===== src/pci_cmd_pkg.sv =====
// Shared constants for PCI command handling and cache-line burst alignment.
package pci_cmd_pkg;
  // ----------------------------------------------------------------
  // Bus command codes
  // ----------------------------------------------------------------
  localparam logic [3:0] CMD_INT_ACK  = 4'h0;
  localparam logic [3:0] CMD_SPECIAL  = 4'h1;
  localparam logic [3:0] CMD_IO_RD    = 4'h2;
  localparam logic [3:0] CMD_IO_WR    = 4'h3;
  localparam logic [3:0] CMD_MEM_RD   = 4'h6;
  localparam logic [3:0] CMD_MEM_WR   = 4'h7;
  localparam logic [3:0] CMD_CFG_RD   = 4'ha;
  localparam logic [3:0] CMD_CFG_WR   = 4'hb;
  localparam logic [3:0] CMD_RD_MULT  = 4'hc;
  localparam logic [3:0] CMD_DUAL     = 4'hd;
  localparam logic [3:0] CMD_RD_LINE  = 4'he;
  localparam logic [3:0] CMD_WR_INV   = 4'hf;
  // ----------------------------------------------------------------
  // Field positions
  // ----------------------------------------------------------------
  localparam int RD_LINE_EN_BIT = 3;
  localparam int RD_MULT_EN_BIT = 2;
  localparam int WR_INV_EN_BIT  = 0;
  localparam int BURST_HI_BIT   = 2;
  localparam int MWI_CMD_BIT    = 4;
  localparam int BURST_LSB      = 6;
  localparam int BURST_MSB      = 7;
  // ----------------------------------------------------------------
  // Sizes, counts and reset values
  // ----------------------------------------------------------------
  localparam int SIZE_W         = 9;
  localparam int CNT_W          = 24;
  localparam logic [8:0] MAX_LINE   = 9'h080;
  localparam logic [8:0] STEP_DW    = 9'h004;
  localparam logic [8:0] SINGLE_DW  = 9'h001;
  localparam logic [8:0] MIN_BURST  = 9'h002;
  localparam int REQ_W          = 32 + 4 + SIZE_W + 4;
  localparam logic [8:0] LINE_RST   = 9'h002;
  localparam logic [31:0] ADDR_RST  = 32'h0000_0000;
  localparam logic [23:0] CNT_RST   = 24'h00_0000;
  typedef enum logic [1:0] {
    ST_IDLE = 2'b01,
    ST_RUN  = 2'b10
  } eng_state_t;
endpackage


===== src/burst_req_if.sv =====
// Burst request carrier between the alignment engine and the output buffer.
`timescale 1ns/1ps
interface burst_req_if;
  logic                         valid;
  logic                         ready;
  logic [pci_cmd_pkg::REQ_W-1:0] data;
  modport src (output valid, output data, input  ready);
  modport snk (input  valid, input  data, output ready);
endinterface


===== src/pci_cmd_align.sv =====
// Top: master command selection, effective line size and burst alignment stepping.
`timescale 1ns/1ps
// Summary of operation
// - Command code travels on command/byte-enable lines in the address phase.
// - I/O read and write compare address bits 31:8 against the I/O base.
// - All memory read and write commands decode address bits 31:8 only.
// - Master issues only I/O and memory commands, never special or config cycles.
// - Target answers I/O, memory and configuration; ignores the rest.
// - Incoming read multiple or read line acts as plain memory read.
// - Incoming write-and-invalidate acts as plain memory write.
// - Read line is issued only with the read-line enable set.
// - Read multiple is issued only with the read-multiple enable set.
// - Write-and-invalidate needs the write-invalidate enable set.
// - An 8-bit cache line size input detects misaligned addresses.
// - Each of the three cache commands is enabled on its own.
// - Line size rounds down to a power of two from 2 to 128.
// - With cache mode on and a usable line size, effective line is the smaller of rounded line and burst size; else burst size.
// - Effective line limits every master burst.
// - Misaligned addresses step toward the line boundary without crossing.
// - Below a 4-dword boundary single-dword transfers are used.
// - Then the largest aligned burst not above the line is chosen.
// - Alignment is re-evaluated after every burst.
// - Stepping ends at a line boundary or when data runs out.
// - Past a line boundary bursts use the effective line size.
// - Write-and-invalidate also needs the command register enable bit.
// - Cache mode off disables alignment; read line then used whenever its enable is set.
module pci_cmd_align (
  // Clock and reset
  input  wire logic        clock_i,
  input  wire logic        rstn_i,
  // Configuration
  input  wire logic [7:0]  cache_line_size_i,
  input  wire logic [7:0]  dma_mode_reg_i,
  input  wire logic [7:0]  chip_test_three_reg_i,
  input  wire logic [7:0]  chip_test_five_reg_i,
  input  wire logic [7:0]  pci_command_reg_i,
  input  wire logic        cache_mode_enable_i,
  // Transfer job
  input  wire logic        start_i,
  input  wire logic [31:0] start_addr_i,
  input  wire logic [23:0] byte_count_i,
  input  wire logic        job_write_i,
  input  wire logic        job_io_i,
  output logic             busy_o,
  output logic             done_o,
  output logic [8:0]       eff_line_o,
  // Master request stream
  output logic             req_valid_o,
  input  wire logic        req_ready_i,
  output logic [31:0]      req_addr_o,
  output logic [3:0]       req_cmd_o,
  output logic [8:0]       req_dwords_o,
  output logic [3:0]       req_be_n_o,
  // Target address phase
  input  wire logic        addr_phase_i,
  input  wire logic [31:0] ad_i,
  input  wire logic [3:0]  cbe_i,
  input  wire logic        idsel_i,
  input  wire logic [23:0] io_base_i,
  input  wire logic [23:0] mem_base_i,
  output logic             tgt_hit_o,
  output logic [3:0]       tgt_cmd_o,
  output logic [7:0]       tgt_reg_o
);
  // ----------------------------------------------------------------
  // Effective line size
  // ----------------------------------------------------------------
  logic [8:0] cls_round, burst_sz, eff_d, eff_q;
  logic       cls_ok_d, cls_ok_q, cache_on;
  logic [2:0] burst_code;

  // The highest set bit wins, so any programmed size rounds down to a power of two.
  // Sizes 0 and 1 leave the result zero, which marks the line size as unusable.
  always_comb begin
    cls_round = 9'h000;
    for (int k = 1; k < 8; k++) begin
      if (cache_line_size_i[k]) begin
        cls_round = 9'(1 << k);
      end
    end
  end

  assign burst_code = {chip_test_five_reg_i[pci_cmd_pkg::BURST_HI_BIT],
                       dma_mode_reg_i[pci_cmd_pkg::BURST_MSB:pci_cmd_pkg::BURST_LSB]};

  // Code seven would ask for 256 dwords; it is held at the largest supported burst.
  always_comb begin
    burst_sz = pci_cmd_pkg::MIN_BURST << burst_code;
    if (burst_sz > pci_cmd_pkg::MAX_LINE) begin
      burst_sz = pci_cmd_pkg::MAX_LINE;
    end
    cls_ok_d = (cls_round != 9'h000);
    if (cache_mode_enable_i && cls_ok_d) begin
      eff_d = (cls_round < burst_sz) ? cls_round : burst_sz;
    end else begin
      eff_d = burst_sz;
    end
  end

  // Validity is registered so that the alignment choice stays in step with eff_q.
  assign cache_on = cache_mode_enable_i && cls_ok_q;

  // ----------------------------------------------------------------
  // Burst size and command choice
  // ----------------------------------------------------------------
  // Sizes are counted in dwords, while the remaining count is in bytes.
  function automatic logic [8:0] pick_size(input logic [31:0] a, input logic [23:0] r,
                                           input logic [8:0] line, input logic align);
    logic [31:0] bytes;
    logic [8:0]  p;
    p = pci_cmd_pkg::SINGLE_DW;
    if (!align) begin
      bytes = 32'(line) << 2;
      if (a[1:0] == 2'h0 && 32'(r) >= bytes) begin
        p = line;
      end
    end else if (a[3:0] == 4'h0 && 32'(r) >= 32'h10) begin
      // A two-dword line is below the stepping threshold, so it caps the step.
      p = (line < pci_cmd_pkg::STEP_DW) ? line : pci_cmd_pkg::STEP_DW;
      for (int k = 3; k < 8; k++) begin
        bytes = 32'h1 << (k + 2);
        if ((9'(1 << k) <= line) && ((a & (bytes - 32'h1)) == 32'h0) &&
            (32'(r) >= bytes)) begin
          p = 9'(1 << k);
        end
      end
    end
    return p;
  endfunction

  logic [31:0] addr_q, addr_d, line_mask;
  logic [23:0] rem_q, rem_d;
  logic        wr_q, wr_d, io_q, io_d;
  logic [8:0]  size_now;
  logic [3:0]  cmd_now, be_mask;
  logic [2:0]  n_bytes;
  logic        line_al;

  // Line alignment is judged against the registered effective size.
  assign line_mask = (32'(eff_q) << 2) - 32'h1;
  assign line_al   = ((addr_q & line_mask) == 32'h0);

  always_comb begin
    if (io_q) begin
      size_now = pci_cmd_pkg::SINGLE_DW;
    end else begin
      size_now = pick_size(addr_q, rem_q, eff_q, cache_on);
    end
  end

  // A single transfer may start mid-dword and may end early when few bytes remain.
  always_comb begin
    n_bytes = 3'(3'h4 - {1'b0, addr_q[1:0]});
    if (rem_q < 24'(n_bytes)) begin
      n_bytes = rem_q[2:0];
    end
    be_mask = 4'h0;
    for (int b = 0; b < 4; b++) begin
      if (b >= int'(addr_q[1:0]) && b < int'(addr_q[1:0]) + int'(n_bytes)) begin
        be_mask[b] = 1'b1;
      end
    end
  end

  // With cache mode on, the cache commands are offered only at a line boundary.
  always_comb begin
    if (io_q) begin
      cmd_now = wr_q ? pci_cmd_pkg::CMD_IO_WR : pci_cmd_pkg::CMD_IO_RD;
    end else if (wr_q) begin
      cmd_now = pci_cmd_pkg::CMD_MEM_WR;
      if (cache_on && line_al && size_now == eff_q && eff_q <= burst_sz &&
          chip_test_three_reg_i[pci_cmd_pkg::WR_INV_EN_BIT] &&
          pci_command_reg_i[pci_cmd_pkg::MWI_CMD_BIT]) begin
        cmd_now = pci_cmd_pkg::CMD_WR_INV;
      end
    end else begin
      cmd_now = pci_cmd_pkg::CMD_MEM_RD;
      if (!cache_on) begin
        if (dma_mode_reg_i[pci_cmd_pkg::RD_LINE_EN_BIT]) begin
          cmd_now = pci_cmd_pkg::CMD_RD_LINE;
        end
      end else if (line_al && eff_q <= burst_sz) begin
        if (dma_mode_reg_i[pci_cmd_pkg::RD_MULT_EN_BIT] &&
            32'(rem_q) >= (32'(eff_q) << 3)) begin
          cmd_now = pci_cmd_pkg::CMD_RD_MULT;
        end else if (dma_mode_reg_i[pci_cmd_pkg::RD_LINE_EN_BIT] &&
                     32'(rem_q) >= (32'(burst_sz) << 2)) begin
          cmd_now = pci_cmd_pkg::CMD_RD_LINE;
        end
      end
    end
  end

  // ----------------------------------------------------------------
  // Stepping engine
  // ----------------------------------------------------------------
  pci_cmd_pkg::eng_state_t st_q, st_d;
  logic done_q, done_d;
  burst_req_if req_if ();

  // The request is offered every cycle in RUN while bytes remain; the address moves only when it is taken.
  always_comb begin
    st_d         = st_q;
    addr_d       = addr_q;
    rem_d        = rem_q;
    wr_d         = wr_q;
    io_d         = io_q;
    done_d       = 1'b0;
    req_if.valid = 1'b0;
    req_if.data  = {addr_q, cmd_now, size_now,
                    (size_now == pci_cmd_pkg::SINGLE_DW) ? ~be_mask : 4'h0};
    case (st_q)
      pci_cmd_pkg::ST_IDLE: begin
        if (start_i) begin
          addr_d = start_addr_i;
          rem_d  = byte_count_i;
          wr_d   = job_write_i;
          io_d   = job_io_i;
          st_d   = pci_cmd_pkg::ST_RUN;
        end
      end
      pci_cmd_pkg::ST_RUN: begin
        if (rem_q == pci_cmd_pkg::CNT_RST) begin
          st_d   = pci_cmd_pkg::ST_IDLE;
          done_d = 1'b1;
        end else begin
          req_if.valid = 1'b1;
          if (req_if.ready) begin
            if (size_now == pci_cmd_pkg::SINGLE_DW) begin
              addr_d = {addr_q[31:2], 2'b00} + 32'h4;
              rem_d  = rem_q - 24'(n_bytes);
            end else begin
              addr_d = addr_q + (32'(size_now) << 2);
              rem_d  = rem_q - 24'(32'(size_now) << 2);
            end
          end
        end
      end
      default: st_d = pci_cmd_pkg::ST_IDLE;
    endcase
  end

  always_ff @(posedge clock_i or negedge rstn_i) begin
    if (!rstn_i) begin
      st_q     <= pci_cmd_pkg::ST_IDLE;
      addr_q   <= pci_cmd_pkg::ADDR_RST;
      rem_q    <= pci_cmd_pkg::CNT_RST;
      wr_q     <= 1'b0;
      io_q     <= 1'b0;
      done_q   <= 1'b0;
      eff_q    <= pci_cmd_pkg::LINE_RST;
      cls_ok_q <= 1'b0;
    end else begin
      st_q     <= st_d;
      addr_q   <= addr_d;
      rem_q    <= rem_d;
      wr_q     <= wr_d;
      io_q     <= io_d;
      done_q   <= done_d;
      eff_q    <= eff_d;
      cls_ok_q <= cls_ok_d;
    end
  end

  assign busy_o     = (st_q == pci_cmd_pkg::ST_RUN);
  assign done_o     = done_q;
  assign eff_line_o = eff_q;

  // ----------------------------------------------------------------
  // Output buffer and target decode
  // ----------------------------------------------------------------
  logic [pci_cmd_pkg::REQ_W-1:0] out_data;

  // The buffer decouples the engine from a stalling receiver and registers the outputs.
  req_skid_buf #(.WIDTH(pci_cmd_pkg::REQ_W)) u_buf (
    .clock_i     (clock_i),
    .rstn_i      (rstn_i),
    .in_if       (req_if),
    .out_valid_o (req_valid_o),
    .out_ready_i (req_ready_i),
    .out_data_o  (out_data)
  );

  assign {req_addr_o, req_cmd_o, req_dwords_o, req_be_n_o} = out_data;

  // Target decode runs on its own, independent of the master engine.
  target_cmd_decode u_tgt (
    .clock_i      (clock_i),
    .rstn_i       (rstn_i),
    .addr_phase_i (addr_phase_i),
    .ad_i         (ad_i),
    .cbe_i        (cbe_i),
    .idsel_i      (idsel_i),
    .io_base_i    (io_base_i),
    .mem_base_i   (mem_base_i),
    .hit_o        (tgt_hit_o),
    .hit_cmd_o    (tgt_cmd_o),
    .hit_reg_o    (tgt_reg_o)
  );
endmodule


===== src/req_skid_buf.sv =====
// Two-entry request buffer; both outputs come from flops and a stall loses nothing.
`timescale 1ns/1ps
module req_skid_buf #(
  parameter int WIDTH = pci_cmd_pkg::REQ_W
) (
  // Clock and reset
  input  wire logic             clock_i,
  input  wire logic             rstn_i,
  // Filling side
  burst_req_if.snk              in_if,
  // Draining side
  output logic                  out_valid_o,
  input  wire logic             out_ready_i,
  output logic [WIDTH-1:0]      out_data_o
);
  logic             out_v_q, out_v_d, spare_v_q, spare_v_d;
  logic [WIDTH-1:0] out_q, out_d, spare_q, spare_d;

  // The spare entry absorbs the word in flight when the drain stalls.
  assign in_if.ready = !spare_v_q;

  always_comb begin
    out_v_d   = out_v_q;
    out_d     = out_q;
    spare_v_d = spare_v_q;
    spare_d   = spare_q;
    if (out_ready_i || !out_v_q) begin
      if (spare_v_q) begin
        out_d     = spare_q;
        out_v_d   = 1'b1;
        spare_v_d = 1'b0;
      end else begin
        out_d   = in_if.data;
        out_v_d = in_if.valid;
      end
    end else if (in_if.valid && !spare_v_q) begin
      spare_d   = in_if.data;
      spare_v_d = 1'b1;
    end
  end

  always_ff @(posedge clock_i or negedge rstn_i) begin
    if (!rstn_i) begin
      out_v_q   <= 1'b0;
      spare_v_q <= 1'b0;
      out_q     <= '0;
      spare_q   <= '0;
    end else begin
      out_v_q   <= out_v_d;
      spare_v_q <= spare_v_d;
      out_q     <= out_d;
      spare_q   <= spare_d;
    end
  end

  assign out_valid_o = out_v_q;
  assign out_data_o  = out_q;
endmodule


===== src/target_cmd_decode.sv =====
// Target-side address-phase decode of bus commands and address match.
`timescale 1ns/1ps
module target_cmd_decode (
  // Clock and reset
  input  wire logic        clock_i,
  input  wire logic        rstn_i,
  // Address phase
  input  wire logic        addr_phase_i,
  input  wire logic [31:0] ad_i,
  input  wire logic [3:0]  cbe_i,
  input  wire logic        idsel_i,
  // Assigned bases, upper 24 bits
  input  wire logic [23:0] io_base_i,
  input  wire logic [23:0] mem_base_i,
  // Decode result
  output logic             hit_o,
  output logic [3:0]       hit_cmd_o,
  output logic [7:0]       hit_reg_o
);
  logic       hit_q, hit_d;
  logic [3:0] cmd_q, cmd_d;
  logic [7:0] reg_q, reg_d;

  always_comb begin
    hit_d = 1'b0;
    cmd_d = cmd_q;
    reg_d = reg_q;
    if (addr_phase_i) begin
      reg_d = ad_i[7:0];
      case (cbe_i)
        pci_cmd_pkg::CMD_IO_RD, pci_cmd_pkg::CMD_IO_WR: begin
          hit_d = (ad_i[31:8] == io_base_i);
          cmd_d = cbe_i;
        end
        pci_cmd_pkg::CMD_MEM_RD, pci_cmd_pkg::CMD_RD_MULT,
        pci_cmd_pkg::CMD_RD_LINE: begin
          hit_d = (ad_i[31:8] == mem_base_i);
          cmd_d = pci_cmd_pkg::CMD_MEM_RD;
        end
        pci_cmd_pkg::CMD_MEM_WR, pci_cmd_pkg::CMD_WR_INV: begin
          hit_d = (ad_i[31:8] == mem_base_i);
          cmd_d = pci_cmd_pkg::CMD_MEM_WR;
        end
        pci_cmd_pkg::CMD_CFG_RD, pci_cmd_pkg::CMD_CFG_WR: begin
          hit_d = idsel_i && (ad_i[10:8] == 3'h0);
          cmd_d = cbe_i;
        end
        default: hit_d = 1'b0;
      endcase
    end
  end

  always_ff @(posedge clock_i or negedge rstn_i) begin
    if (!rstn_i) begin
      hit_q <= 1'b0;
      cmd_q <= 4'h0;
      reg_q <= 8'h00;
    end else begin
      hit_q <= hit_d;
      cmd_q <= cmd_d;
      reg_q <= reg_d;
    end
  end

  assign hit_o     = hit_q;
  assign hit_cmd_o = cmd_q;
  assign hit_reg_o = reg_q;
endmodule


===== config.mk =====
export PLATFORM = sky130hd
export DESIGN_NAME = pci_cmd_align
export DESIGN_NICKNAME = d
export VERILOG_FILES = /design/src/pci_cmd_pkg.sv /design/src/burst_req_if.sv /design/src/pci_cmd_align.sv /design/src/req_skid_buf.sv /design/src/target_cmd_decode.sv
export SDC_FILE = /design/constraint.sdc
export NUM_CORES = 1
export LEC_CHECK = 0
export BUFFER_PORTS_ARGS = -buffer_cell sky130_fd_sc_hd__clkbuf_2
export CORE_ASPECT_RATIO = 0.6
export CORE_MARGIN = 4
export CORE_UTILIZATION = 45
export CTS_CLUSTER_SIZE = 10
export DETAILED_ROUTE_END_ITERATION = 12
export HOLD_SLACK_MARGIN = 0.06
export PLACE_DENSITY = 0.79
export SLEW_MARGIN = 15
export SYNTH_ARGS = -nofsm -noshare
export SYNTH_HDL_FRONTEND = slang
export SYNTH_SLANG_ARGS = --single-unit

===== constraint.sdc =====
create_clock -name clock_i -period 6.4 [get_ports clock_i]
set_input_delay 0.32 -clock clock_i [delete_from_list [all_inputs] [get_ports clock_i]]
set_output_delay 0.32 -clock clock_i [all_outputs]
set_load 0.1 [all_outputs]

# ---- Word level (Yosys, flattened, before mapping)
# Index checks and enable logic that the tools add are counted.
dict set report word_totals {
  register_bits 184
  latch_bits 0
  mem_bits_rw 0
  mem_bits_ro 0
  in_bits 189
  output_inout_bits 74
  memories 0
}
dict set report op_classes {
  addsub 7
  multipliers 0
  div_mod_pow 0
  magnitude_cmp 26
  eq_ne 19
  n_shift 1
  muxes 59
  bitwise_logic 3
  reduce_logical 55
}
# cell n
set ops {}
lappend ops {{$logic_not 32->1} 6}
lappend ops {{$mux 32} 4}
lappend ops {{$mux 9} 13}
lappend ops {{$mux 24} 4}
lappend ops {{$pmux 32 s2} 1}
lappend ops {{$mux 49} 1}
lappend ops {{$eq 24x24->1} 2}
lappend ops {{$ge 24x11->1} 2}
lappend ops {{$pmux 24 s2} 1}
lappend ops {{$mux 4} 10}
lappend ops {{$add 32x11->32} 1}
lappend ops {{$add 32x3->32 const B} 1}
lappend ops {{$and 32x32->32} 1}
lappend ops {{$lt 1x32->1 const A} 1}
lappend ops {{$lt 2x32->1 const A} 1}
lappend ops {{$lt 3x32->1 const A} 1}
lappend ops {{$logic_and 1x1->1} 27}
lappend ops {{$ge 24x10->1 const B} 1}
lappend ops {{$ge 24x12->1} 1}
lappend ops {{$ge 24x5->1 const B} 1}
lappend ops {{$ge 24x6->1 const B} 1}
lappend ops {{$ge 24x7->1 const B} 1}
lappend ops {{$ge 24x8->1 const B} 1}
lappend ops {{$ge 24x9->1 const B} 1}
lappend ops {{other kinds (55)} 86}

# ---- Depth between registers and ports, before layout
dict set report logic_depth {
  word_depth 20
  mapped_depth 21
}

# ---- Hierarchy
# From an unflattened synthesis, not the netlist that was laid out.
dict set report unflattened {
  hier_cells 1261
  hier_area_um2 12294.3
}
# module instances cells_each area_each_um2
set by_module_without_submodules {}
lappend by_module_without_submodules {pci_cmd_align 1 852 6759.0}
lappend by_module_without_submodules {req_skid_buf 1 270 4351.7}
lappend by_module_without_submodules {target_cmd_decode 1 139 1183.6}

# ---- Worst setup path after synthesis
# Ideal clock, no wire load.
dict set report synth_path {
  kind {reg-to-reg}
  start {register eff_q[2], in the netlist eff_line_o[2]}
  end {register addr_q[16]}
  setup_time_ps 137
  t_arrival_ps 5901
  t_required_ps 6263
  slack_ps 362
  stages_incl_launch_ff 21
  path_buffers 1
  synth_period_minus_slack_ps 6038
  path_cell_list {dfrtp_1 inv_1 ha_1 nor2b_1 a311oi_1 or4_1 a2111o_1 a31oi_2 clkbuf_1 inv_1 ha_1 fa_1 a21o_1 a21oi_1 o21bai_1 a2111oi_0 o31ai_1 and2_1 a21o_1 a21oi_1 a21oi_1}
}
dict set report synth_between {
  elab_chain_len 16
  elab_cells_between_ends 34
}
# element line
set synth_rtl {}
lappend synth_rtl {{start: declaration} pci_cmd_align.sv:68} ;# logic [8:0] cls_round, burst_sz, eff_d, eff_q;
lappend synth_rtl {{start signal: assignment} pci_cmd_align.sv:251} ;# eff_q <= pci_cmd_pkg::LINE_RST;
lappend synth_rtl {{$le 4x9->1} pci_cmd_align.sv:122} ;# if ((9'(1 << k) <= line) && ((a & (bytes - 32'h1)) == 32'h0) &&
lappend synth_rtl {{$logic_and 1x1->1 (2 in a row)} pci_cmd_align.sv:122}
lappend synth_rtl {{$mux 9 (5 in a row)} pci_cmd_align.sv:122}
lappend synth_rtl {{$mux 9} pci_cmd_align.sv:117} ;# end else if (a[3:0] == 4'h0 && 32'(r) >= 32'h10) begin
lappend synth_rtl {{$mux 9 (*)} pci_cmd_align.sv:112} ;# if (!align) begin
lappend synth_rtl {{$mux 9 (*)} pci_cmd_align.sv:144} ;# if (io_q) begin
lappend synth_rtl {{$add 32x11->32 or $eq 9x1->1 (tied branches)} {pci_cmd_align.sv:233, pci_cmd_align.sv:229}}
lappend synth_rtl {{$mux 32 (*)} pci_cmd_align.sv:229} ;# if (size_now == pci_cmd_pkg::SINGLE_DW) begin
lappend synth_rtl {{$mux 32 (*)} pci_cmd_align.sv:228} ;# if (req_if.ready) begin
lappend synth_rtl {{$mux 32 (*)} pci_cmd_align.sv:223} ;# if (rem_q == pci_cmd_pkg::CNT_RST) begin
lappend synth_rtl {{$pmux 32 s2 (*)} pci_cmd_align.sv:212} ;# case (st_q)
lappend synth_rtl {{end signal: assignment} pci_cmd_align.sv:246} ;# addr_q <= pci_cmd_pkg::ADDR_RST;
lappend synth_rtl {{end signal: assignment} pci_cmd_align.sv:255} ;# addr_q <= addr_d;
lappend synth_rtl {{end: declaration} pci_cmd_align.sv:131} ;# logic [31:0] addr_q, addr_d, line_mask;
# Every way passes the cells marked *; elsewhere a longest branch is shown, timed or not. The select of a mux whose other input is x is not followed.
# A chain may end at the register's enable or synchronous reset.

# ---- Final worst setup path
dict set report layout_path {
  start {register eff_q[2], in the netlist eff_line_o[2]}
  end {register addr_q[14]}
}
# Same word-level chain as after synthesis.

==> run_results.csv <==
group,metric,value,unit
global_routing,grt_pass1_vias,10110,
pwr,pwr-share-clk,15.7,%
setup_path,cp_num_buf_inv,3,
setup_path,max_stage_delay,670,ps
logic_synthesis,yosysSeqAreaShare,38.66,%
drt,viasPerCell,5.852,
global_routing,grt-ovfl-total,0,
setup_path,critical_path.cell_chain,"inv_1 -> ha_1 -> nor2b_1 -> a311oi_1 -> or4_1 -> a2111o_1 -> a31oi_2 -> inv_1 -> ha_1 -> fa_1 -> a21o_1 -> a21oi_1 -> o21bai_1 -> a2111oi_0 -> o31ai_1 -> buf_4 -> and2_1 -> nand2_1 -> o21ai_0 -> a21oi_1",
drt,drt-wirelength-per-cell,19.70,um
sta,rsz0062_at_grt,"false",
setup_path,worstPathArrival,6000,ps
floorplanning,core,25620,um^2
placed_design,gp_congestion,0.9877,
sta,fin_worst_skew,11.14,ps
sta,holdWs,-0.1928,ps
sta,worst_slew_pin_slew,1144,ps
logic_synthesis,synth_edf_count,0,
sta,period_minus_slack,5627,ps
global_routing,grt_max_degree,114,
logic_synthesis,synthFlopType,"dfrtp_1",
sta,slew_viol_final,0,
placed_design,dpl.hpwl,28030,um
logic_synthesis,async_reset_ff_share,100.0,%
pwr,p_int,3.300,mW
layout,drive_gt1_share,22.92,%
placed_design,numPortBuffers,235,
outcome,status,"complete, but fails checks",
pwr,seq_power_share,30.7,%
sta,setup_violations,0,
drt,postRouteAntennaNets,0,
drt,remaining_drc_errors,0,
drt,num_vias,11049,
layout,stdcell_area,13960,um^2
layout,final_cells,1888,
setup_path,cp_slowest_cell,"a2111oi_0",
logic_synthesis,yosys_warnings,0,
floorplanning,start_util,46.26,%
clocking,cts.sinks,183,
layout,layout_common_cells,"clkbuf_2, dfrtp_1, nand2_1, o21ai_0, a21oi_1",
pwr,power_switching,3.642,mW
outcome,violations,"negative hold slack",
logic_synthesis,avgSynthCellArea,8.972,um^2
clocking,cts_resized,0,
global_routing,grt_pass1_wl,57650,um
placed_design,placed_cells,1857,
drt,drt-initial-drc-count,1213,
clocking,post_cts_buffers,0,
clocking,htree_levels,4,
pwr,switching_share,52.47,%
logic_synthesis,syn_inst,1321,
logic_synthesis,syn_area,11850,um^2
placed_design,placed_area,13360,um^2
sta,setup_ws,772.8,ps
floorplanning,die_w,217.5,um
sta,hold_violations,1,
worst_hold_path,hold_path.class,"in -> async",
layout,layout.nets,1785,
pwr,comb_power_share,53.6,%
clocking,clock_path_buffers,2,
floorplanning,die_area,29080,um^2
floorplanning,pin_count,263,
pwr,p_leak,6.358,nW
floorplanning,row_count,45,
sta,setup_tns,0,ps
pwr,p_per_area,497.4,nW/um^2
logic_synthesis,synth.distinct_cells,77,
setup_path,rrSetupSlack,770,ps
layout,layout_commonest_cell,"clkbuf_2",
pwr,max-vdd-ir-drop,332.8,uV
setup_path,cp.required,6770,ps
clocking,cts.clk_slew.worst_paths,70,ps
logic_synthesis,ys_seq_elements,183,
drt,wirelength,37200,um
floorplanning,die_h,133.7,um
sta,slew_headroom,23.71,%
setup_path,cp_max_fo,9,
drt,first_pass_iters,6,
clocking,cts_tree,"done",
clocking,numCtsBuffers,17,
setup_path,crit_family,"compound AO/OA/AOI/OAI gates",
global_routing,grt_antenna_before_repair,1,
setup_path,critical_path_class,"reg -> reg",
layout,area_delta_synth_final,17.76,%
clocking,ctsHoldBuffers,0,
layout,diodes,0,
global_routing,grt.total_usage,25.28,%
sta,fmax,177.7,MHz
clocking,insertion_delay,450,ps
run,drv_cap,0,
setup_path,cp-end-kind,"flop",
placed_design,pre_cts_ws,938.2,ps
setup_path,critPathLaunchType,"flop",
sta,fin_crit_sh,87.93,%
clocking,cts_root_buf,"clkbuf_16",
[worst paths after layout]
kind                                       from              endpoint  cells after the start
setup / recovery                  eff_line_o[2]            addr_q[14]                     20
hold / removal                           rstn_i  u_buf.out_data_o[18]                      1
setup reg to reg                  eff_line_o[2]            addr_q[14]                     20
hold reg to reg            u_buf.out_data_o[13]  u_buf.out_data_o[13]                      2
max in group asynchronous                rstn_i       u_buf.spare_v_q                      2
min in group clock_i                job_write_i                  wr_q                      3
[state kept, by name (all words and copies together) (netlist names), 2 cells and up]
name,cells
u_tgt.hit_cmd_o,4
u_tgt.hit_reg_o,8
st_q,2
eff_line_o,8
u_buf.out_data_o,49
rem_q,24
addr_q,32
u_buf.spare_q,49
[cells by family (layout without fill, tap and decap cells)]
| group | count (synthesis) | in the layout | share of synthesized area, % |
|---|---|---|---|
| AO/OA/AOI/OAI | 356 | 356 | 18.46 |
| XOR/XNOR | 49 | 49 | 3.621 |
| adder cells (fa/ha/maj) | 72 | 72 | 7.855 |
| buffers and inverters | 123 | 337 | 3.980 |
| flip-flops | 183 | 183 | 38.66 |
| multiplexers | 118 | 118 | 10.41 |
| other | 2 | 3 | 0.06337 |
| AND/OR/NAND/NOR | 418 | 418 | 16.94 |
[metrics by stage]
stage | total power, mW | util [%]
2_1_floorplan | 4.832 | -
4_1_cts | 6.908 | 54.48
5_1_grt | 7.380 | 54.48
3_3_place_gp | 5.673 | 52.17
3_5_place_dp | 5.804 | 52.17
6_report | 6.942 | 54.48
[routing by layer]
layer  vias up  global-route usage, %  wire [um]
met2       497                  32.88      14550
met1      5327                  40.19      18300
met4         2                  7.130        788
li1       5164                      -          -
met3        59                  6.884       3547
met5         -                      0         13
[power by group through the flow]
stage                     combinational, mW  clock [mW]  sequential [mW]
after floorplan                        1.85           0             2.98
after global placement                 3.57           0             2.10
after detailed placement               3.67           0             2.13
after CTS                              3.69        1.11             2.11
after global routing                   4.03        1.16             2.19
final                                  3.72        1.09             2.13
[area by class of cell]
| cell class | instances | area [um^2] |
|---|---|---|
| well taps | 352 | 440.4 |
| repair buffers | 252 | 1310 |
| multi-input cells | 1016 | 6828 |
| inverters | 54 | 202.7 |
| flip-flops and latches | 183 | 4583 |
| fillers | 2377 | 11660 |
| clock inverters | 13 | 162.7 |
| clock buffers | 18 | 429.2 |
[worst register-to-register path: cells and delay by family (launching register included)]
family	cells	cell delay [ps]
DFF	1	540
adders and majority gates	3	960
AOI/OAI and AO/OA	10	2500
and+or+nand+nor	4	1040
buffers and inverters	3	520
[cell usage after synthesis, types with 8 or more instances]
cell type / n / area (um^2)
or4_1: 8 / 60.06
mux2i_1: 76 / 760.7
mux2_2: 42 / 473.0
nand2_1: 154 / 578.1
nand3_1: 19 / 95.09
a21o_1: 11 / 82.58
a211oi_1: 12 / 90.09
and2_1: 8 / 50.05
o21ai_0: 127 / 635.6
clkbuf_1: 57 / 214.0
and3_1: 14 / 87.58
xor2_1: 14 / 122.6
inv_1: 53 / 198.9
nor2b_1: 10 / 62.56
o22ai_1: 9 / 56.30
dfrtp_1: 181 / 4529
ha_1: 68 / 850.8
nand4_1: 17 / 106.4
xnor2_1: 35 / 306.5
or3_1: 14 / 87.58
nand2b_1: 12 / 75.07
nor3_1: 25 / 125.1
nor4_1: 10 / 62.56
o22a_1: 10 / 87.58
nor2_1: 96 / 360.4
a31oi_1: 17 / 106.4
a21oi_1: 101 / 505.5
Power figures use the tool's default switching activity.
